## src/mpg_safety_pkg.sv

```systemverilog
// Shared constants, types and helpers for the multi-pulse and safety block
`default_nettype none
package mpg_safety_pkg;
    // Channel structure
    localparam int NUM_CH           = 3;
    localparam int CNT_W            = 10;
    localparam int CUR_W            = 12;
    localparam int THR_W            = 8;
    localparam int PRESCALE_W       = 11;
    // Internal pulse-clock prescale from the system clock
    localparam int INT_PRESCALE     = 16;
    // Core clock and disable-pin response time
    localparam int CLK_PERIOD_NS    = 20;
    localparam int DIS_RESPONSE_NS  = 1000;
    localparam int DIS_RESPONSE_CYC = (DIS_RESPONSE_NS / CLK_PERIOD_NS < 1) ? 1 :
                                      DIS_RESPONSE_NS / CLK_PERIOD_NS;
    // Divider register fields
    localparam int DIV_MPG_LSB      = 0;
    localparam int DIV_MPG_MSB      = 3;
    localparam int DIV_PWM_LSB      = 4;
    localparam int DIV_PWM_MSB      = 7;
    // Operating control A fields
    localparam int CTRLA_ALARM_LSB  = 0;
    localparam int CTRLA_ALARM_MSB  = 3;
    // Operating control B fields
    localparam int CTRLB_DIS_BYPASS = 0;
    localparam int CTRLB_SOFT_OFF   = 1;
    localparam int CTRLB_AUTO_OFF   = 3;
    // Alarm clear control field
    localparam int ALARM_CLR_BIT    = 0;
    // Reset values
    localparam logic [CNT_W-1:0]      COUNT_RST  = 10'h000;
    localparam logic [NUM_CH-1:0]     ALARM_RST  = 3'h0;
    localparam logic [PRESCALE_W-1:0] PRESC_RST  = 11'h000;
    localparam logic [3:0]            TICK16_RST = 4'h0;
    localparam logic [7:0]            WIDTH_RST  = 8'h00;

    typedef enum logic [1:0] {PH_IDLE, PH_ON, PH_OFF} phase_t;
    typedef enum logic       {AL_QUIET, AL_PULSE}     alarm_state_t;

    // Divider select to prescale mask: 1,2,4,16,256,512,1024,2048
    function automatic logic [PRESCALE_W-1:0] divMask(input logic [3:0] sel);
        logic [PRESCALE_W-1:0] m;
        m = 11'h000;
        case (sel)
            4'h0:    m = 11'h000;
            4'h1:    m = 11'h001;
            4'h2:    m = 11'h003;
            4'h3:    m = 11'h00F;
            4'h4:    m = 11'h0FF;
            4'h5:    m = 11'h1FF;
            4'h6:    m = 11'h3FF;
            default: m = 11'h7FF;
        endcase
        return m;
    endfunction

    // Alarm pulse width code to cycles: 1 -> 1, 2 -> 2, 3 -> 4, ... capped at 128
    function automatic logic [7:0] pulseWidth(input logic [3:0] code);
        logic [7:0] w;
        w = 8'h01;
        if (code >= 4'h8) begin
            w = 8'h80;
        end else if (code != 4'h0) begin
            w = 8'(8'h01 << (code - 4'h1));
        end
        return w;
    endfunction
endpackage
`default_nettype wire

```

## src/mpg_channel.sv

```systemverilog
// One multi-pulse channel: latches counts on strobe rise and alternates on and off
`default_nettype none
module mpg_channel
    import mpg_safety_pkg::*;
(
    input  wire logic             core_clk,
    input  wire logic             rst_n,
    input  wire logic             pulseTick,
    input  wire logic             channel_on_strobe,
    input  wire logic [CNT_W-1:0] onCount,
    input  wire logic [CNT_W-1:0] offCount,
    output logic                  pulseOn
);
    logic             strobePrev_reg;
    logic [CNT_W-1:0] onLat_reg;
    logic [CNT_W-1:0] offLat_reg;
    logic [CNT_W-1:0] remain_reg;
    logic [CNT_W-1:0] remain_next;
    logic             mpgEn_reg;
    logic             pulseOn_next;
    phase_t           phase_reg;
    phase_t           phase_next;
    wire              strobeRise = channel_on_strobe & ~strobePrev_reg;
    wire              phaseEnd   = pulseTick & mpgEn_reg & (remain_reg == 10'h001);

    // Phase sequencing; strobe low always parks the channel
    always_comb begin
        phase_next  = phase_reg;
        remain_next = remain_reg;
        case (phase_reg)
            PH_IDLE: phase_next = PH_IDLE;
            PH_ON: begin
                if (phaseEnd) begin
                    phase_next  = PH_OFF;
                    remain_next = offLat_reg;
                end else if (pulseTick && mpgEn_reg) begin
                    remain_next = remain_reg - 10'h001;
                end
            end
            PH_OFF: begin
                if (phaseEnd) begin
                    phase_next  = PH_ON;
                    remain_next = onLat_reg;
                end else if (pulseTick && mpgEn_reg) begin
                    remain_next = remain_reg - 10'h001;
                end
            end
            default: phase_next = PH_IDLE;
        endcase
        if (strobeRise) begin
            phase_next  = PH_ON;
            remain_next = onCount;
        end else if (!channel_on_strobe) begin
            phase_next = PH_IDLE;
        end
    end

    // Zero count leaves the output plainly on for the strobe
    assign pulseOn_next = channel_on_strobe && (phase_next == PH_ON || phase_next == PH_OFF) &&
                          (!(strobeRise ? (onCount != 10'h000 && offCount != 10'h000)
                                        : mpgEn_reg) || phase_next == PH_ON);

    // Counts are sampled only at strobe rise, so mid-strobe writes wait
    always_ff @(posedge core_clk) begin
        if (!rst_n) begin
            strobePrev_reg <= 1'b0;
            onLat_reg      <= COUNT_RST;
            offLat_reg     <= COUNT_RST;
            mpgEn_reg      <= 1'b0;
        end else begin
            strobePrev_reg <= channel_on_strobe;
            if (strobeRise) begin
                onLat_reg  <= onCount;
                offLat_reg <= offCount;
                mpgEn_reg  <= (onCount != 10'h000) && (offCount != 10'h000);
            end
        end
    end

    always_ff @(posedge core_clk) begin
        if (!rst_n) begin
            phase_reg  <= PH_IDLE;
            remain_reg <= COUNT_RST;
            pulseOn    <= 1'b0;
        end else begin
            phase_reg  <= phase_next;
            remain_reg <= remain_next;
            pulseOn    <= pulseOn_next;
        end
    end
endmodule
`default_nettype wire

```

## src/alarm_pin_ctrl.sv

```systemverilog
// Alarm pin driver: status level or one pulse per alarm change
`default_nettype none
module alarm_pin_ctrl
    import mpg_safety_pkg::*;
(
    input  wire logic       core_clk,
    input  wire logic       rst_n,
    input  wire logic       alarmNow,
    input  wire logic [3:0] modeCode,
    output logic            alarmActive
);
    logic         alarmPrev_reg;
    logic [7:0]   width_reg;
    alarm_state_t state_reg;
    wire          statusMode  = (modeCode == 4'h0);
    wire          alarmChange = alarmNow ^ alarmPrev_reg;

    // A change arriving mid-pulse restarts the pulse rather than being dropped
    always_ff @(posedge core_clk) begin
        if (!rst_n) begin
            alarmPrev_reg <= 1'b0;
            width_reg     <= WIDTH_RST;
            state_reg     <= AL_QUIET;
            alarmActive   <= 1'b0;
        end else begin
            alarmPrev_reg <= alarmNow;
            if (statusMode) begin
                state_reg   <= AL_QUIET;
                alarmActive <= alarmNow;
            end else if (alarmChange) begin
                state_reg   <= AL_PULSE;
                width_reg   <= pulseWidth(modeCode) - 8'h01;
                alarmActive <= 1'b1;
            end else begin
                case (state_reg)
                    AL_PULSE: begin
                        if (width_reg == 8'h00) begin
                            state_reg   <= AL_QUIET;
                            alarmActive <= 1'b0;
                        end else begin
                            width_reg <= width_reg - 8'h01;
                        end
                    end
                    default: begin
                        state_reg   <= AL_QUIET;
                        alarmActive <= 1'b0;
                    end
                endcase
            end
        end
    end
endmodule
`default_nettype wire

```

## src/multi_pulse_and_overcurrent_safety.sv

```systemverilog
// Top of the multi-pulse generator with overcurrent and disable safety logic
`default_nettype none
// What this block does
// - Two 10-bit counts per channel: on, off
// - On phase drives gain plus offset, off zero
// - Counts to 1023; period is on plus off
// - Pulse clock may come from external clock
// - Divider select gives 1 to 2048
// - Pulse divider independent of PWM divider bits
// - On counts map to channels in reverse
// - Counts latched at strobe rising edge only
// - Zero on or off count disables pulsing
// - PWM delay and pulse timing independently clocked
// - Disable pin cuts current within one microsecond
// - Per-channel threshold compare on current MSB byte
// - Sticky alarm, cleared by writing clear bit
// - External clock pin may become alarm output
// - Auto shutoff zeroes over-threshold channel current
// - Status mode pin follows alarm, even briefly
// - Interrupt mode pulses per alarm change
// - Software can disable output stage
// - Internal pulse clock is system clock over 16
module multi_pulse_and_overcurrent_safety
    import mpg_safety_pkg::*;
#(
    parameter int CHANNELS = NUM_CH,
    parameter int COUNT_W  = CNT_W
) (
    input  wire logic                         core_clk,
    input  wire logic                         rst_n,
    input  wire logic [2:0]                   channel_on_strobe,
    input  wire logic [2:0][CNT_W-1:0]        pulseOnCount,
    input  wire logic [2:0][CNT_W-1:0]        pulseOffCount,
    input  wire logic [7:0]                   clockDivider,
    input  wire logic                         multiPulseExtClk,
    input  wire logic                         pwmExtClk,
    input  wire logic                         extClkIn,
    input  wire logic                         alarmOnClkPin,
    input  wire logic [2:0][CUR_W-1:0]        gainOffsetLevel,
    input  wire logic [2:0][CUR_W-1:0]        measuredCurrent,
    input  wire logic [2:0][THR_W-1:0]        alarmThreshold,
    input  wire logic [7:0]                   operating_control_a,
    input  wire logic [7:0]                   operating_control_b,
    input  wire logic                         alarmClearWrite,
    input  wire logic [7:0]                   alarmClearData,
    input  wire logic                         disablePin,
    output logic [2:0][CUR_W-1:0]             channel_current_output,
    output logic                              groundPathEn,
    output logic [NUM_CH-1:0]                 alarmStatus,
    output logic                              alarmPinOut,
    output logic                              alarmPinOe,
    output logic                              pulseTickOut
);
    // Elaboration-time guard: the logic is built for three 10-bit channels
    if (CHANNELS != NUM_CH || COUNT_W != CNT_W) begin : g_bad_params
        $error("channel count and count width must match the package");
    end

    // ------------------------------------------------------------------
    // Pulse clock source: internal divide by 16 or external clock edges
    // ------------------------------------------------------------------
    logic [3:0]            int16_reg;
    logic                  extPrev_reg;
    logic [PRESCALE_W-1:0] presc_reg;
    logic [PRESCALE_W-1:0] presc_next;
    logic                  pulseTick_reg;
    logic                  pulseTick_next;

    wire       intTick    = (int16_reg == 4'(INT_PRESCALE - 1));
    wire       extTick    = extClkIn & ~extPrev_reg;
    wire       srcTick    = multiPulseExtClk ? extTick : intTick;
    // Only the low nibble steers the pulse clock; the PWM nibble is left alone
    wire [3:0] mpgDivSel  = clockDivider[DIV_MPG_MSB:DIV_MPG_LSB];
    wire [PRESCALE_W-1:0] divLimit = divMask(mpgDivSel);
    wire       prescWrap  = srcTick && (presc_reg >= divLimit);

    // Prescaler; a divider change mid-count takes effect at once via >=
    always_comb begin
        presc_next     = presc_reg;
        pulseTick_next = 1'b0;
        if (srcTick) begin
            if (prescWrap) begin
                presc_next     = PRESC_RST;
                pulseTick_next = 1'b1;
            end else begin
                presc_next = presc_reg + 11'h001;
            end
        end
    end

    always_ff @(posedge core_clk) begin
        if (!rst_n) begin
            int16_reg     <= TICK16_RST;
            extPrev_reg   <= 1'b0;
            presc_reg     <= PRESC_RST;
            pulseTick_reg <= 1'b0;
        end else begin
            int16_reg     <= int16_reg + 4'h1;
            extPrev_reg   <= extClkIn;
            presc_reg     <= presc_next;
            pulseTick_reg <= pulseTick_next;
        end
    end

    assign pulseTickOut = pulseTick_reg;

    // ------------------------------------------------------------------
    // Pulse channels; the on-count bank is wired in reverse order
    // ------------------------------------------------------------------
    logic [NUM_CH-1:0] pulseOn;

    for (genvar ch = 0; ch < NUM_CH; ch++) begin : g_chan
        mpg_channel u_chan (
            .core_clk          (core_clk),
            .rst_n             (rst_n),
            .pulseTick         (pulseTick_reg),
            .channel_on_strobe (channel_on_strobe[ch]),
            .onCount           (pulseOnCount[NUM_CH-1-ch]),
            .offCount          (pulseOffCount[ch]),
            .pulseOn           (pulseOn[ch])
        );
    end

    // ------------------------------------------------------------------
    // Overcurrent compare and sticky alarm status
    // ------------------------------------------------------------------
    logic [NUM_CH-1:0] overCurrent;
    logic [NUM_CH-1:0] alarm_next;

    // Only the current MSB byte is compared, so trips have 16-code granularity
    for (genvar ch = 0; ch < NUM_CH; ch++) begin : g_cmp
        assign overCurrent[ch] = measuredCurrent[ch][CUR_W-1 -: THR_W] >
                                 alarmThreshold[ch];
    end

    wire alarmClear = alarmClearWrite & alarmClearData[ALARM_CLR_BIT];
    // A trip in the clearing cycle survives the clear
    assign alarm_next = (alarmClear ? ALARM_RST : alarmStatus) | overCurrent;

    always_ff @(posedge core_clk) begin
        if (!rst_n) begin
            alarmStatus <= ALARM_RST;
        end else begin
            alarmStatus <= alarm_next;
        end
    end

    // ------------------------------------------------------------------
    // Current output gating: pulse phase, soft disable, disable pin, auto off
    // ------------------------------------------------------------------
    wire disBypass  = operating_control_b[CTRLB_DIS_BYPASS];
    wire softOff    = operating_control_b[CTRLB_SOFT_OFF];
    wire autoOff    = operating_control_b[CTRLB_AUTO_OFF];
    wire pinKill    = disablePin & ~disBypass;
    logic [2:0][CUR_W-1:0] current_next;
    logic [NUM_CH-1:0]     chanKill;

    // Level cut happens the cycle after the pin rises, far inside the limit
    for (genvar ch = 0; ch < NUM_CH; ch++) begin : g_out
        assign chanKill[ch]     = softOff | pinKill | (autoOff & overCurrent[ch]);
        assign current_next[ch] = (pulseOn[ch] && !chanKill[ch]) ?
                                  gainOffsetLevel[ch] : 12'h000;
    end

    always_ff @(posedge core_clk) begin
        if (!rst_n) begin
            channel_current_output <= '0;
            groundPathEn           <= 1'b0;
        end else begin
            channel_current_output <= current_next;
            groundPathEn           <= ~pinKill;
        end
    end

    // ------------------------------------------------------------------
    // Alarm pin: shares the external clock pin when nothing clocks from it
    // ------------------------------------------------------------------
    logic alarmActive;
    wire  pinFree  = ~multiPulseExtClk & ~pwmExtClk;
    wire  pinAlarm = alarmOnClkPin & pinFree;

    alarm_pin_ctrl u_alarm (
        .core_clk    (core_clk),
        .rst_n       (rst_n),
        .alarmNow    (|overCurrent),
        .modeCode    (operating_control_a[CTRLA_ALARM_MSB:CTRLA_ALARM_LSB]),
        .alarmActive (alarmActive)
    );

    // Open collector: pin only ever pulled low, never driven high
    assign alarmPinOut = 1'b0;
    assign alarmPinOe  = pinAlarm & alarmActive;
endmodule
`default_nettype wire

```

## config.mk

```make
export PLATFORM = sky130hd
export DESIGN_NAME = multi_pulse_and_overcurrent_safety
export DESIGN_NICKNAME = d
export VERILOG_FILES = /design/src/mpg_safety_pkg.sv /design/src/mpg_channel.sv /design/src/alarm_pin_ctrl.sv /design/src/multi_pulse_and_overcurrent_safety.sv
export SDC_FILE = /design/constraint.sdc
export NUM_CORES = 1
export LEC_CHECK = 0
export BUFFER_PORTS_ARGS = -buffer_cell sky130_fd_sc_hd__buf_2
export CAP_MARGIN = 40
export CELL_PAD_IN_SITES_DETAIL_PLACEMENT = 0
export CELL_PAD_IN_SITES_GLOBAL_PLACEMENT = 1
export CORE_MARGIN = 2
export CORE_UTILIZATION = 40
export CTS_CLUSTER_SIZE = 28
export DETAILED_ROUTE_END_ITERATION = 8
export PLACE_DENSITY_LB_ADDON = 0.1
export SETUP_SLACK_MARGIN = 0.4
export SYNTH_ARGS = -nofsm -noshare
export SYNTH_HDL_FRONTEND = slang
export SYNTH_HIERARCHICAL = 1
export SYNTH_SLANG_ARGS = --single-unit
```

## constraint.sdc

```tcl
create_clock -name core_clk -period 4 [get_ports core_clk]
set_input_delay 0.2 -clock core_clk [delete_from_list [all_inputs] [get_ports core_clk]]
set_output_delay 0.2 -clock core_clk [all_outputs]
set_load 0.02 [all_outputs]
```

# ---- After elaboration in Yosys (flattened, before gate mapping)
# Cells that the tools add are included.
dict set report totals {
  regBits 173
  latchBits 0
  ramBits 0
  romBits 0
  inputBits 199
  output_inout_bits 43
  elab_cells 208
  mem_count 0
}
dict set report classes {
  add_sub_neg 8
  mul 0
  div 0
  n_lt_le_gt_ge 5
  eq_ne 24
  shift 1
  mux 53
  bitwise_logic 34
  n_reduce_logical 49
}
# operator count
set op_table {}
lappend op_table {{$mux 10} 12}
lappend op_table {{$pmux 11 s7} 1}
lappend op_table {{$mux 8} 8}
lappend op_table {{$pmux 10 s2} 3}
lappend op_table {{$reduce_bool 10->1} 6}
lappend op_table {{$eq 10x1->1 const B} 3}
lappend op_table {{$sub 10x1->10 const B} 3}
lappend op_table {{$gt 8x8->1} 3}
lappend op_table {{$mux 2} 12}
lappend op_table {{$and 1x1->1} 18}
lappend op_table {{$logic_and 1x1->1} 16}
lappend op_table {{$sub 8x1->8 const B} 2}
lappend op_table {{$eq 2x1->1 const B} 6}
lappend op_table {{$eq 2x2->1 const B} 6}
lappend op_table {{$eq 4x3->1 const B} 3}
lappend op_table {{$mux 1} 12}
lappend op_table {{$pmux 2 s2} 3}
lappend op_table {{$add 11x1->11 const B} 1}
lappend op_table {{$ge 11x11->1} 1}
lappend op_table {{$mux 11} 1}
lappend op_table {{$not 1->1} 10}
lappend op_table {{$reduce_bool 3->1} 3}
lappend op_table {{$eq 4x2->1 const B} 2}
lappend op_table {{$logic_not 4->1} 2}
lappend op_table {{21 further kinds} 37}

# ---- Longest topological paths before layout
# Gate-level depths: netlist of run 1.
dict set report depth {
  word_depth 10
  mapped_depth 17
  depth_no_buf 16
}

# ---- Hierarchy
# Netlist of run 1, hierarchy kept.
# mod n_inst cells_per_inst area_per_inst_um2 seq_area_each_um2
set modules_own_cells {}
lappend modules_own_cells {mpg_channel 3 229 1954.4 700.7}
lappend modules_own_cells {multi_pulse_and_overcurrent_safety 1 344 2940.3 1141.1}
lappend modules_own_cells {alarm_pin_ctrl 1 88 698.2 220.2}

# ---- Least setup slack after synthesis of run 1
# OpenSTA, ideal clock, no wires.
dict set report synth_timing {
  kind {input to register}
  from {input port alarmThreshold[17] in the netlist's numbering}
  to {register u_alarm.width_reg[6]}
  setup_ns 0.117
  arrival_time_ns 3.493
  required_time_ns 3.883
  slack_ns 0.389
  cell_stages 17
  n_path_buf 1
  path_cell_list {inv_1 > ha_1 > nor2b_1 > o21a_1 > o21a_1 > o211ai_1 > nand4_1 > xnor2_1 > clkbuf_1 > nor3_1 > a22oi_1 > ha_1 > nor3b_1 > nand2_1 > o22ai_1 > mux2_2 > a32o_1}
}
dict set report synth_via {
  elab_chain_cells 5
}
# item line
set synth_lines {}
lappend synth_lines {{start: declaration} multi_pulse_and_overcurrent_safety.sv:41} ;# input wire logic [2:0][THR_W-1:0] alarmThreshold,
lappend synth_lines {{$gt 8x8->1 (*)} multi_pulse_and_overcurrent_safety.sv:132} ;# assign overCurrent[ch] = measuredCurrent[ch][CUR_W-1 -: THR_W] >
lappend synth_lines {{$reduce_or 3->1 (*)} multi_pulse_and_overcurrent_safety.sv:185} ;# .alarmNow (|overCurrent),
lappend synth_lines {{$xor 1x1->1 (*)} alarm_pin_ctrl.sv:16} ;# wire alarmChange = alarmNow ^ alarmPrev_reg;
lappend synth_lines {{$ne 2x1->1 (no line) / $reduce_bool 2->1 (equally long branches)} --}
lappend synth_lines {{$reduce_and 3->1 (no line)} --}
lappend synth_lines {{end signal: assignment} alarm_pin_ctrl.sv:32} ;# width_reg <= pulseWidth(modeCode) - 8'h01;
lappend synth_lines {{end signal: assignment} alarm_pin_ctrl.sv:41} ;# width_reg <= width_reg - 8'h01;
lappend synth_lines {{end: declaration} alarm_pin_ctrl.sv:13} ;# logic [7:0] width_reg;
# Every way passes the cells marked *; elsewhere a longest branch is shown, timed or not.
# A chain may end at the register's enable or synchronous reset.

# ---- Worst setup path in the final report of run 1
dict set report layout_timing {
  from {input port measuredCurrent[29] in the netlist's numbering}
  to {register u_alarm.width_reg[6]}
}
dict set report layout_via {
  elab_chain_cells 5
}
# item line
set layout_lines {}
lappend layout_lines {{start: declaration} multi_pulse_and_overcurrent_safety.sv:40} ;# input wire logic [2:0][CUR_W-1:0] measuredCurrent,
lappend layout_lines {{$gt 8x8->1 (*)} multi_pulse_and_overcurrent_safety.sv:132}
lappend layout_lines {{$reduce_or 3->1 (*)} multi_pulse_and_overcurrent_safety.sv:185}
lappend layout_lines {{$xor 1x1->1 (*)} alarm_pin_ctrl.sv:16}
lappend layout_lines {{$ne 2x1->1 (no line) / $reduce_bool 2->1 (equally long branches)} --}
lappend layout_lines {{$reduce_and 3->1 (no line)} --}
# Marked as above.

==> results by group, run 1 <==
Status
  • Outcome: finished clean

GRT
  • Vias in the first global route: 8,150
  • Pin count of the biggest net entering global routing: 85
  • Antenna violations before repair: 1
  • Met3 GRT Util: 4.35%
  • Met2 usage: 34.7%
  • Grt total ovfl: 0
  • Grt peak-use layer: met2
  • Met1 GRT Util: 28.1%
  • Global-route wire length before repair: 41.7 mm
  • All-Layer GR Usage: 20.9%

Timing
  • Max-slew headroom: 43.5%
  • RSZ-0062 raised after global routing: false
  • Setup TNS: 0 ns
  • Final slew viol count: 0
  • Worst-Margin Slew: 0.847 ns
  • Worst setup margin: 0.872 ns
  • Tmin final: 3.13 ns
  • Clock Skew: 0.0109 ns
  • Fmax: 320 MHz
  • Setup violators final: 0
  • Final Hold Viols: 0
  • Final Cycle Share: 78.2%

CTS
  • Clock root buffer: clkbuf_16
  • Worst skew pair latency: 0.42 ns
  • CTS tree: built
  • Max Root-Sink Buffers: 2
  • Clock buffer count from CTS: 17
  • CTS H-tree depth: 4
  • CTS Sinks: 173
  • Post-CTS Setup Bufs: 0
  • Clock transition at path regs: 0.07 ns

Cells and area
  • Final net count: 1,565
  • Synthesis-to-layout area growth: 21.1%
  • Final non-filler cell total: 1,645
  • Ant diodes: 0
  • Layout cell share with drive strength beyond 1: 23.5%
  • Biggest register: channel_current_output
  • Max reg flops: 36
  • Final Instance Area: 11,500 µm²
  • Area taken by flip-flops and latches: 3460 µm²
  • Filler instances: 2,405
  • Final Util: 49.2%
  • Multi-input gate area: 5590 µm²

Placement
  • Placed Cells: 1,601
  • Port bufs: 208
  • GP Congestion: 0.775
  • DP Worst Slack: 0.445 ns
  • DPL Wire Length: 19.4 mm
  • Placed Instance Area: 10,800 µm²

Detailed routing
  • DRT Wirelength: 26.3 mm
  • Avg WL per Cell: 16.0 µm
  • Via count: 8,666
  • First-pass iteration count of the detailed router: 5
  • Vias per Instance: 5.27
  • DRC Markers: 0
  • Antenna Nets Post-Route: 0
  • Drt initial violations: 383

Critical path
  • Required time of the critical path: 4.31 ns
  • Critical Path AT: 3.44 ns
  • CP Class: in2reg
  • Slowest CP cell: xnor2_2
  • Worst-path fanout max: 7
  • Crit-path cells: buf_2, ha_1, nor2b_1, o21a_1, o21a_1, o211ai_1, nand4_1, xnor2_2, nor3_1, a21oi_1, ha_1, nor3b_1, nand2_1, o22ai_1, mux2_2, a32o_1
  • Worst setup EP type: flop
  • Crit path largest cell delay: 0.36 ns
  • CP Launch Type: primary input

Synthesis
  • #FFs+latches synth: 173
  • Post-synth ARST share: 0%
  • Yosys top cell by area: dfxtp_1
  • Gate Count Post-Synth: 1,119
  • Synth top area cells: dfxtp_1 36%, nand2_1 7.0%, ha_1 7.0%
  • EDFF count, synth: 0
  • Post-synth top area share: 36.4%
  • Sequential area share after synthesis: 36.4%
  • Predominant post-synthesis flop cell: dfxtp_1
  • Mapped cell area: 9500 µm²
  • Ys Warns: 6
  • Cell variety after synth: 79
  • Syn nets: 1,371
  • Mean Syn Cell Area: 8.49 µm²

Floorplanning
  • Chip Height: 158 µm
  • Die Span X: 158 µm
  • Num rows: 56
  • Core box area: 23,400 µm²
  • Starting Density: 40.6%
  • Die footprint: 25,000 µm²
  • Total I/O pin count: 242

Power
  • Power per Cell Area: 376 nW/µm²
  • Leakage: 4.81 nW
  • Maximum VDD drop: 0.000260 V

Min path
  • Worst Hold Class: in2reg

Run
  • # Max-Cap Violations: 0
[metal layers]
layer | part of all wire [%] | vias up
li1 | - | 4430
met3 | 5.5 | 12
met2 | 46 | 202
met1 | 48 | 4020
met5 | 0.061 | -
met4 | 0.70 | 2
[Yosys cell counts (all sizes together), types with 5 or more instances]
library cell / count
a211oi: 8
a21boi: 60
a21oi: 43
a31oi: 11
and2: 11
and3: 8
and4: 6
buf: 22
clkbuf: 37
dfxtp: 173
ha: 53
inv: 45
mux2: 19
mux2i: 26
nand2: 177
nand2b: 7
nand3: 56
nand4: 14
nor2: 68
nor2b: 14
nor3: 51
nor3b: 5
nor4: 23
nor4b: 11
o211ai: 8
o21a: 6
o21ai: 32
o221a: 6
o221ai: 13
o32ai: 6
or3: 7
or4: 6
xnor2: 16
xor2: 7
[worst paths after layout]
kind,start,end,slack [ns],cells after the start
worst max-delay path,measuredCurrent[29],u_alarm/width_reg[6]$_SDFFE_PN0P_,0.87,16
worst min-delay path,gainOffsetLevel[9],channel_current_output[9]$_SDFF_PN0_,0.02,3
worst max register to register,pulseTickOut$_SDFF_PN0_,g_chan[2].u_chan/pulseOn$_SDFF_PN0_,1.36,7
worst min register to register,u_alarm/width_reg[7]$_SDFFE_PN0P_,u_alarm/width_reg[7]$_SDFFE_PN0P_,0.43,2
[worst max-delay path, delay by kind of cell]
family / cells / cell delay (ns)
AO/OA/AOI/OAI: 6 / 1.09
XOR/XNOR: 1 / 0.36
adder cells (fa/ha/maj): 2 / 0.47
buffers and inverters: 1 / 0.11
multiplexers: 1 / 0.35
AND/OR/NAND/NOR: 5 / 0.85
[cell families (layout without fill, tap and decap cells)]
logic type,count (synthesis),count (layout),share of synthesized area [%]
and+or+nand+nor,484,484,26.9
other,1,1,0.0395
DFF,173,173,36.4
muxes,45,45,4.99
adders and majority gates,53,53,6.98
buffers and inverters,104,311,4.82
AOI/OAI and AO/OA,236,236,17.7
xor gates and xnor gates,23,23,2.12
[report_power, final]
part	internal, mW	switching [mW]	total, mW
sequential	1.82	0.103	1.92
combinational	0.332	0.386	0.718
clock	0.950	0.737	1.69
total	3.10	1.23	4.33
[layout by cell type, fill, tap and decap left out, drive strengths merged, types with 32 or more instances in the layout]
master	n
a21boi	60
a21oi	43
buf	222
dfxtp	173
ha	53
inv	50
nand2	177
nand3	56
nor2	68
nor3	51
o21ai	32
[stage by stage]
stage | hold slack, ns | total power, mW
2_1_floorplan | 0.304 | 2.42
3_3_place_gp | 0.421 | 2.66
3_5_place_dp | 0.425 | 2.67
4_1_cts | 0.000136 | 4.39
5_1_grt | 0.00548 | 4.57
6_report | 0.0202 | 4.33
[cell type report]
type | count | area share [%]
multi-input combinational | 842 | 48.6
sequential | 173 | 30.1
timing repair buffer | 234 | 11.2
clock buffer | 18 | 3.82
tap | 319 | 3.47
inverter | 45 | 1.47
clock inverter | 14 | 1.36
[timing repair]
action / 4_1_cts / 5_1_grt
hold buffers: 11 / 1
resized for setup: 0 / 0
endpoints found under the setup margin: 0 / 0
endpoints found under the hold margin: 11 / 1
(Power assumes the default switching activity.)
==> run 2: changes to the inputs <==
Settings changed: CORE_UTILIZATION 40 to 36.
Clock period 4 ns to 2.7 ns, I/O delays scaled along.
==> run 2 against run 1 <==
Against the previous run:
- the run now ends with setup timing left
- combinational power rose by 88%
- clock-buffer cell count up 1
- register-to-register slack worse by 0.87 ns
- core utilization is 0.16 points higher
- cell count grew 8.4%
- die area is 11% higher
- largest cell class unchanged
- highest routed layer unchanged
==> results by group, run 2 (synthesized netlist as in run 1, its figures left out) <==
Critical path
  • Worst setup EP type: flop
  • R2R Setup Slk: 0.49 ns (-0.87 ns)
  • Crit-path cells: buf_8, inv_12, ha_4, nor2b_4, o21a_1, o21a_1, o211ai_1, nand4_1, xnor2_2, nor3_1, a21oi_1, ha_2, nor3b_4, nand2_1, o22ai_1, mux2_2, a32o_1
  • Crit path largest cell delay: 0.35 ns (about the same)
  • Critical Path AT: 3.09 ns (-0.35 ns)
  • CP dominant cell by count: o21a_1
  • Required time of the critical path: 3.02 ns (-1.29 ns)
  • Worst reg2reg path depth: 9 (+2)
  • Worst-path fanout max: 6 (-1)
  • CP Class: in2reg
  • Kind of cell adding the most delay to the critical path: compound AO/OA/AOI/OAI gates
  • WP buf/inv: 2 (+1)
  • CP Launch Type: primary input
  • Reg-to-reg endpoint: u_alarm/width_reg[6]$_SDFFE_PN0P_
  • Slowest CP cell: mux2_2
  • Reg-to-Reg Start: u_alarm/alarmPrev_reg$_SDFF_PN0_

Cells and area
  • Max reg flops: 36 (unchanged)
  • Biggest register: channel_current_output
  • Final Util: 49.3% (+0.16 points)
  • Layout cell share with drive strength beyond 1: 25.7% (+2.2 points)
  • Most frequent cells in the layout: 205 x buf_2, 176 x nand2_1, 170 x dfxtp_1
  • Final Instance Area: 12,800 µm² (+11%)
  • Final net count: 1,687 (+7.8%)
  • Synthesis-to-layout area growth: 34.9%
  • Filler instances: 2,584 (+7.4%)
  • Ant diodes: 0 (unchanged)
  • Most common cell after layout, fill and taps aside: buf_2
  • Final non-filler cell total: 1,783 (+8.4%)

Min path
  • Worst Hold Class: in2reg
  • Endpoint, Worst Hold: g_chan[1].u_chan/strobePrev_reg$_SDFF_PN0_
  • Hold Path Origin: channel_on_strobe[1]
  • Hold path depth: 3 (unchanged)

GRT
  • Global-route wire length before repair: 47.1 mm (+13%)
  • Pin count of the biggest net entering global routing: 110 (+29%)
  • All-Layer GR Usage: 20.7% (-0.25 points)
  • Vias in the first global route: 9,060 (+11%)
  • Antenna violations before repair: 1 (unchanged)
  • Grt total ovfl: 0 (unchanged)

Detailed routing
  • Via count: 9,173 (+5.9%)
  • Antenna Nets Post-Route: 0 (unchanged)
  • Drt initial violations: 413 (+7.8%)
  • DRC Markers: 0 (unchanged)
  • Vias per Instance: 5.14 (-2.3%)
  • Avg WL per Cell: 16.2 µm (+0.92%)
  • First-pass iteration count of the detailed router: 5 (unchanged)
  • DRT Wirelength: 28.8 mm (+9.4%)

Timing
  • Final Hold Viols: 0 (unchanged)
  • Worst setup margin: -0.0699 ns (-0.941 ns)
  • Setup violators final: 1 (+1)
  • Clock Skew: 0.0137 ns (+0.00281 ns)
  • Final slew viol count: 0 (unchanged)
  • Final Cycle Share: 103%
  • Worst-Margin Slew: 0.512 ns (-0.336 ns)
  • Setup TNS: -0.0699 ns (-0.0699 ns)
  • RSZ-0062 raised after global routing: true
  • Max-slew headroom: 65.5% (+22 points)
  • Tmin final: 2.77 ns
  • Fmax: 361 MHz

CTS
  • CTS tree: built
  • Clock transition at path regs: 0.07 ns (about the same)
  • Clock buffer count from CTS: 17 (unchanged)
  • Max Root-Sink Buffers: 2 (unchanged)
  • CTS Sinks: 173 (unchanged)
  • Clock root buffer: clkbuf_16
  • CTS H-tree depth: 4 (unchanged)
  • Worst skew pair latency: 0.44 ns (+0.02 ns)

Floorplanning
  • Die Span X: 166 µm (+5.3%)
  • Starting Density: 36.6% (-4.0 points)
  • Core box area: 26,000 µm² (+11%)
  • Die footprint: 27,700 µm² (+11%)
  • Total I/O pin count: 242 (unchanged)
  • Chip Height: 166 µm (+5.3%)
  • Num rows: 59 (+5.4%)

Power
  • Internal power: 4.88 mW (+57%)
  • Leakage: 5.40 nW (+12%)
  • Power per Cell Area: 532 nW/µm² (+41%)
  • Maximum VDD drop: 0.000341 V (+31%)
  • Flop pwr share: 41.8% (-2.7 points)
  • Comb power frac: 19.9% (+3.3 points)
  • Switching part of the total: 28.3% (about the same)
  • Clock power frac: 38.4% (-0.6 points)
  • Switching power: 1.93 mW (+58%)

Run
  • # Max-Cap Violations: 0 (unchanged)

Placement
  • Placed Instance Area: 11,100 µm² (+2.6%)
  • Port bufs: 208 (unchanged)
  • Placed Cells: 1,645 (+2.7%)
  • GP Congestion: 0.807 (+4.1%)
  • DPL Wire Length: 20.6 mm (+6.1%)
  • DP Worst Slack: -0.692 ns (-1.14 ns)

Status
  • Outcome: complete, but fails checks
  • Failing checks: setup timing
==> run 2: changes by cell type in the layout (fill, tap and decap cells not counted), moves of 3 or more <==
cell	previous run	this run
and2_1	7	4
and2_4	1	4
buf_2	208	205
buf_4	13	53
buf_6	0	3
dfxtp_1	173	170
dlygate4sd3_1	12	93
ha_1	53	50
==> run 2: worst reg2reg max path, stage by stage (launching register included) <==
cell     delay [ns]
dfxtp_1        0.38
xnor2_2        0.29
nor3_1         0.08
a21oi_1        0.19
ha_2           0.21
nor3b_4        0.18
nand2_1        0.09
o22ai_1        0.14
mux2_2         0.35
a32o_1         0.20
==> run 2: what timing repair did <==
item                                   in CTS  in global routing
endpoints found under the hold margin      91                  1
gates resized for setup                    13                 14
setup endpoints to repair                   7                 11
setup buffers                               7                  6
hold buffers                               92                  1
pin swaps                                  14                 16
==> run 2: routing by layer <==
metal / track usage (%) / up-vias / part of all wire, %
met4: 4.84 / 2 / 1.2
met3: 3.99 / 27 / 4.3
li1: - / 4672 / -
met5: 0 / - / 0.031
met1: 27.0 / 4249 / 47
met2: 35.2 / 223 / 47
==> run 2: cell type report <==
type | instances | area (µm²) | area share [%]
Inverter | 45 | 181 | 1.42
Sequential cell | 173 | 3470 | 27.1
Clock inverter | 13 | 180 | 1.41
Timing Repair Buffer | 356 | 2420 | 18.9
Tap cell | 335 | 419 | 3.27
Clock buffer | 19 | 433 | 3.38
Multi-Input combinational cell | 842 | 5710 | 44.5
==> run 2: how the worst max path moves through the flow <==
stage	slack, ns	depth (start not counted)	start	to
3_5_place_dp	-0.69	17	alarmThreshold[17]	u_alarm/width_reg[6]$_SDFFE_PN0P_
2_1_floorplan	-0.57	17	alarmThreshold[17]	u_alarm/width_reg[6]$_SDFFE_PN0P_
4_1_cts	-0.06	17	alarmThreshold[17]	u_alarm/width_reg[6]$_SDFFE_PN0P_
3_3_place_gp	-0.63	17	alarmThreshold[17]	u_alarm/width_reg[6]$_SDFFE_PN0P_
5_1_grt	-0.25	17	alarmThreshold[17]	u_alarm/width_reg[6]$_SDFFE_PN0P_
6_report	-0.07	17	alarmThreshold[17]	u_alarm/width_reg[6]$_SDFFE_PN0P_
==> run 2: metrics by stage <==
step | hold slack, ns | power [mW]
after floorplan | 0.239 | 3.62
after detailed placement | 0.362 | 4.07
final | 0.0374 | 6.81
after global placement | 0.361 | 4.06
after global routing | 0.0385 | 7.17
after CTS | 0.000349 | 6.86
==> run 2: power by group through the flow <==
| stage | clock network (mW) | registers [mW] | logic [mW] |
|---|---|---|---|
| 3_5_place_dp | 0 | 2.90 | 1.17 |
| 5_1_grt | 2.80 | 2.87 | 1.50 |
| 3_3_place_gp | 0 | 2.90 | 1.16 |
| 4_1_cts | 2.69 | 2.84 | 1.32 |
| 6_report | 2.61 | 2.85 | 1.35 |
| 2_1_floorplan | 0 | 2.87 | 0.752 |
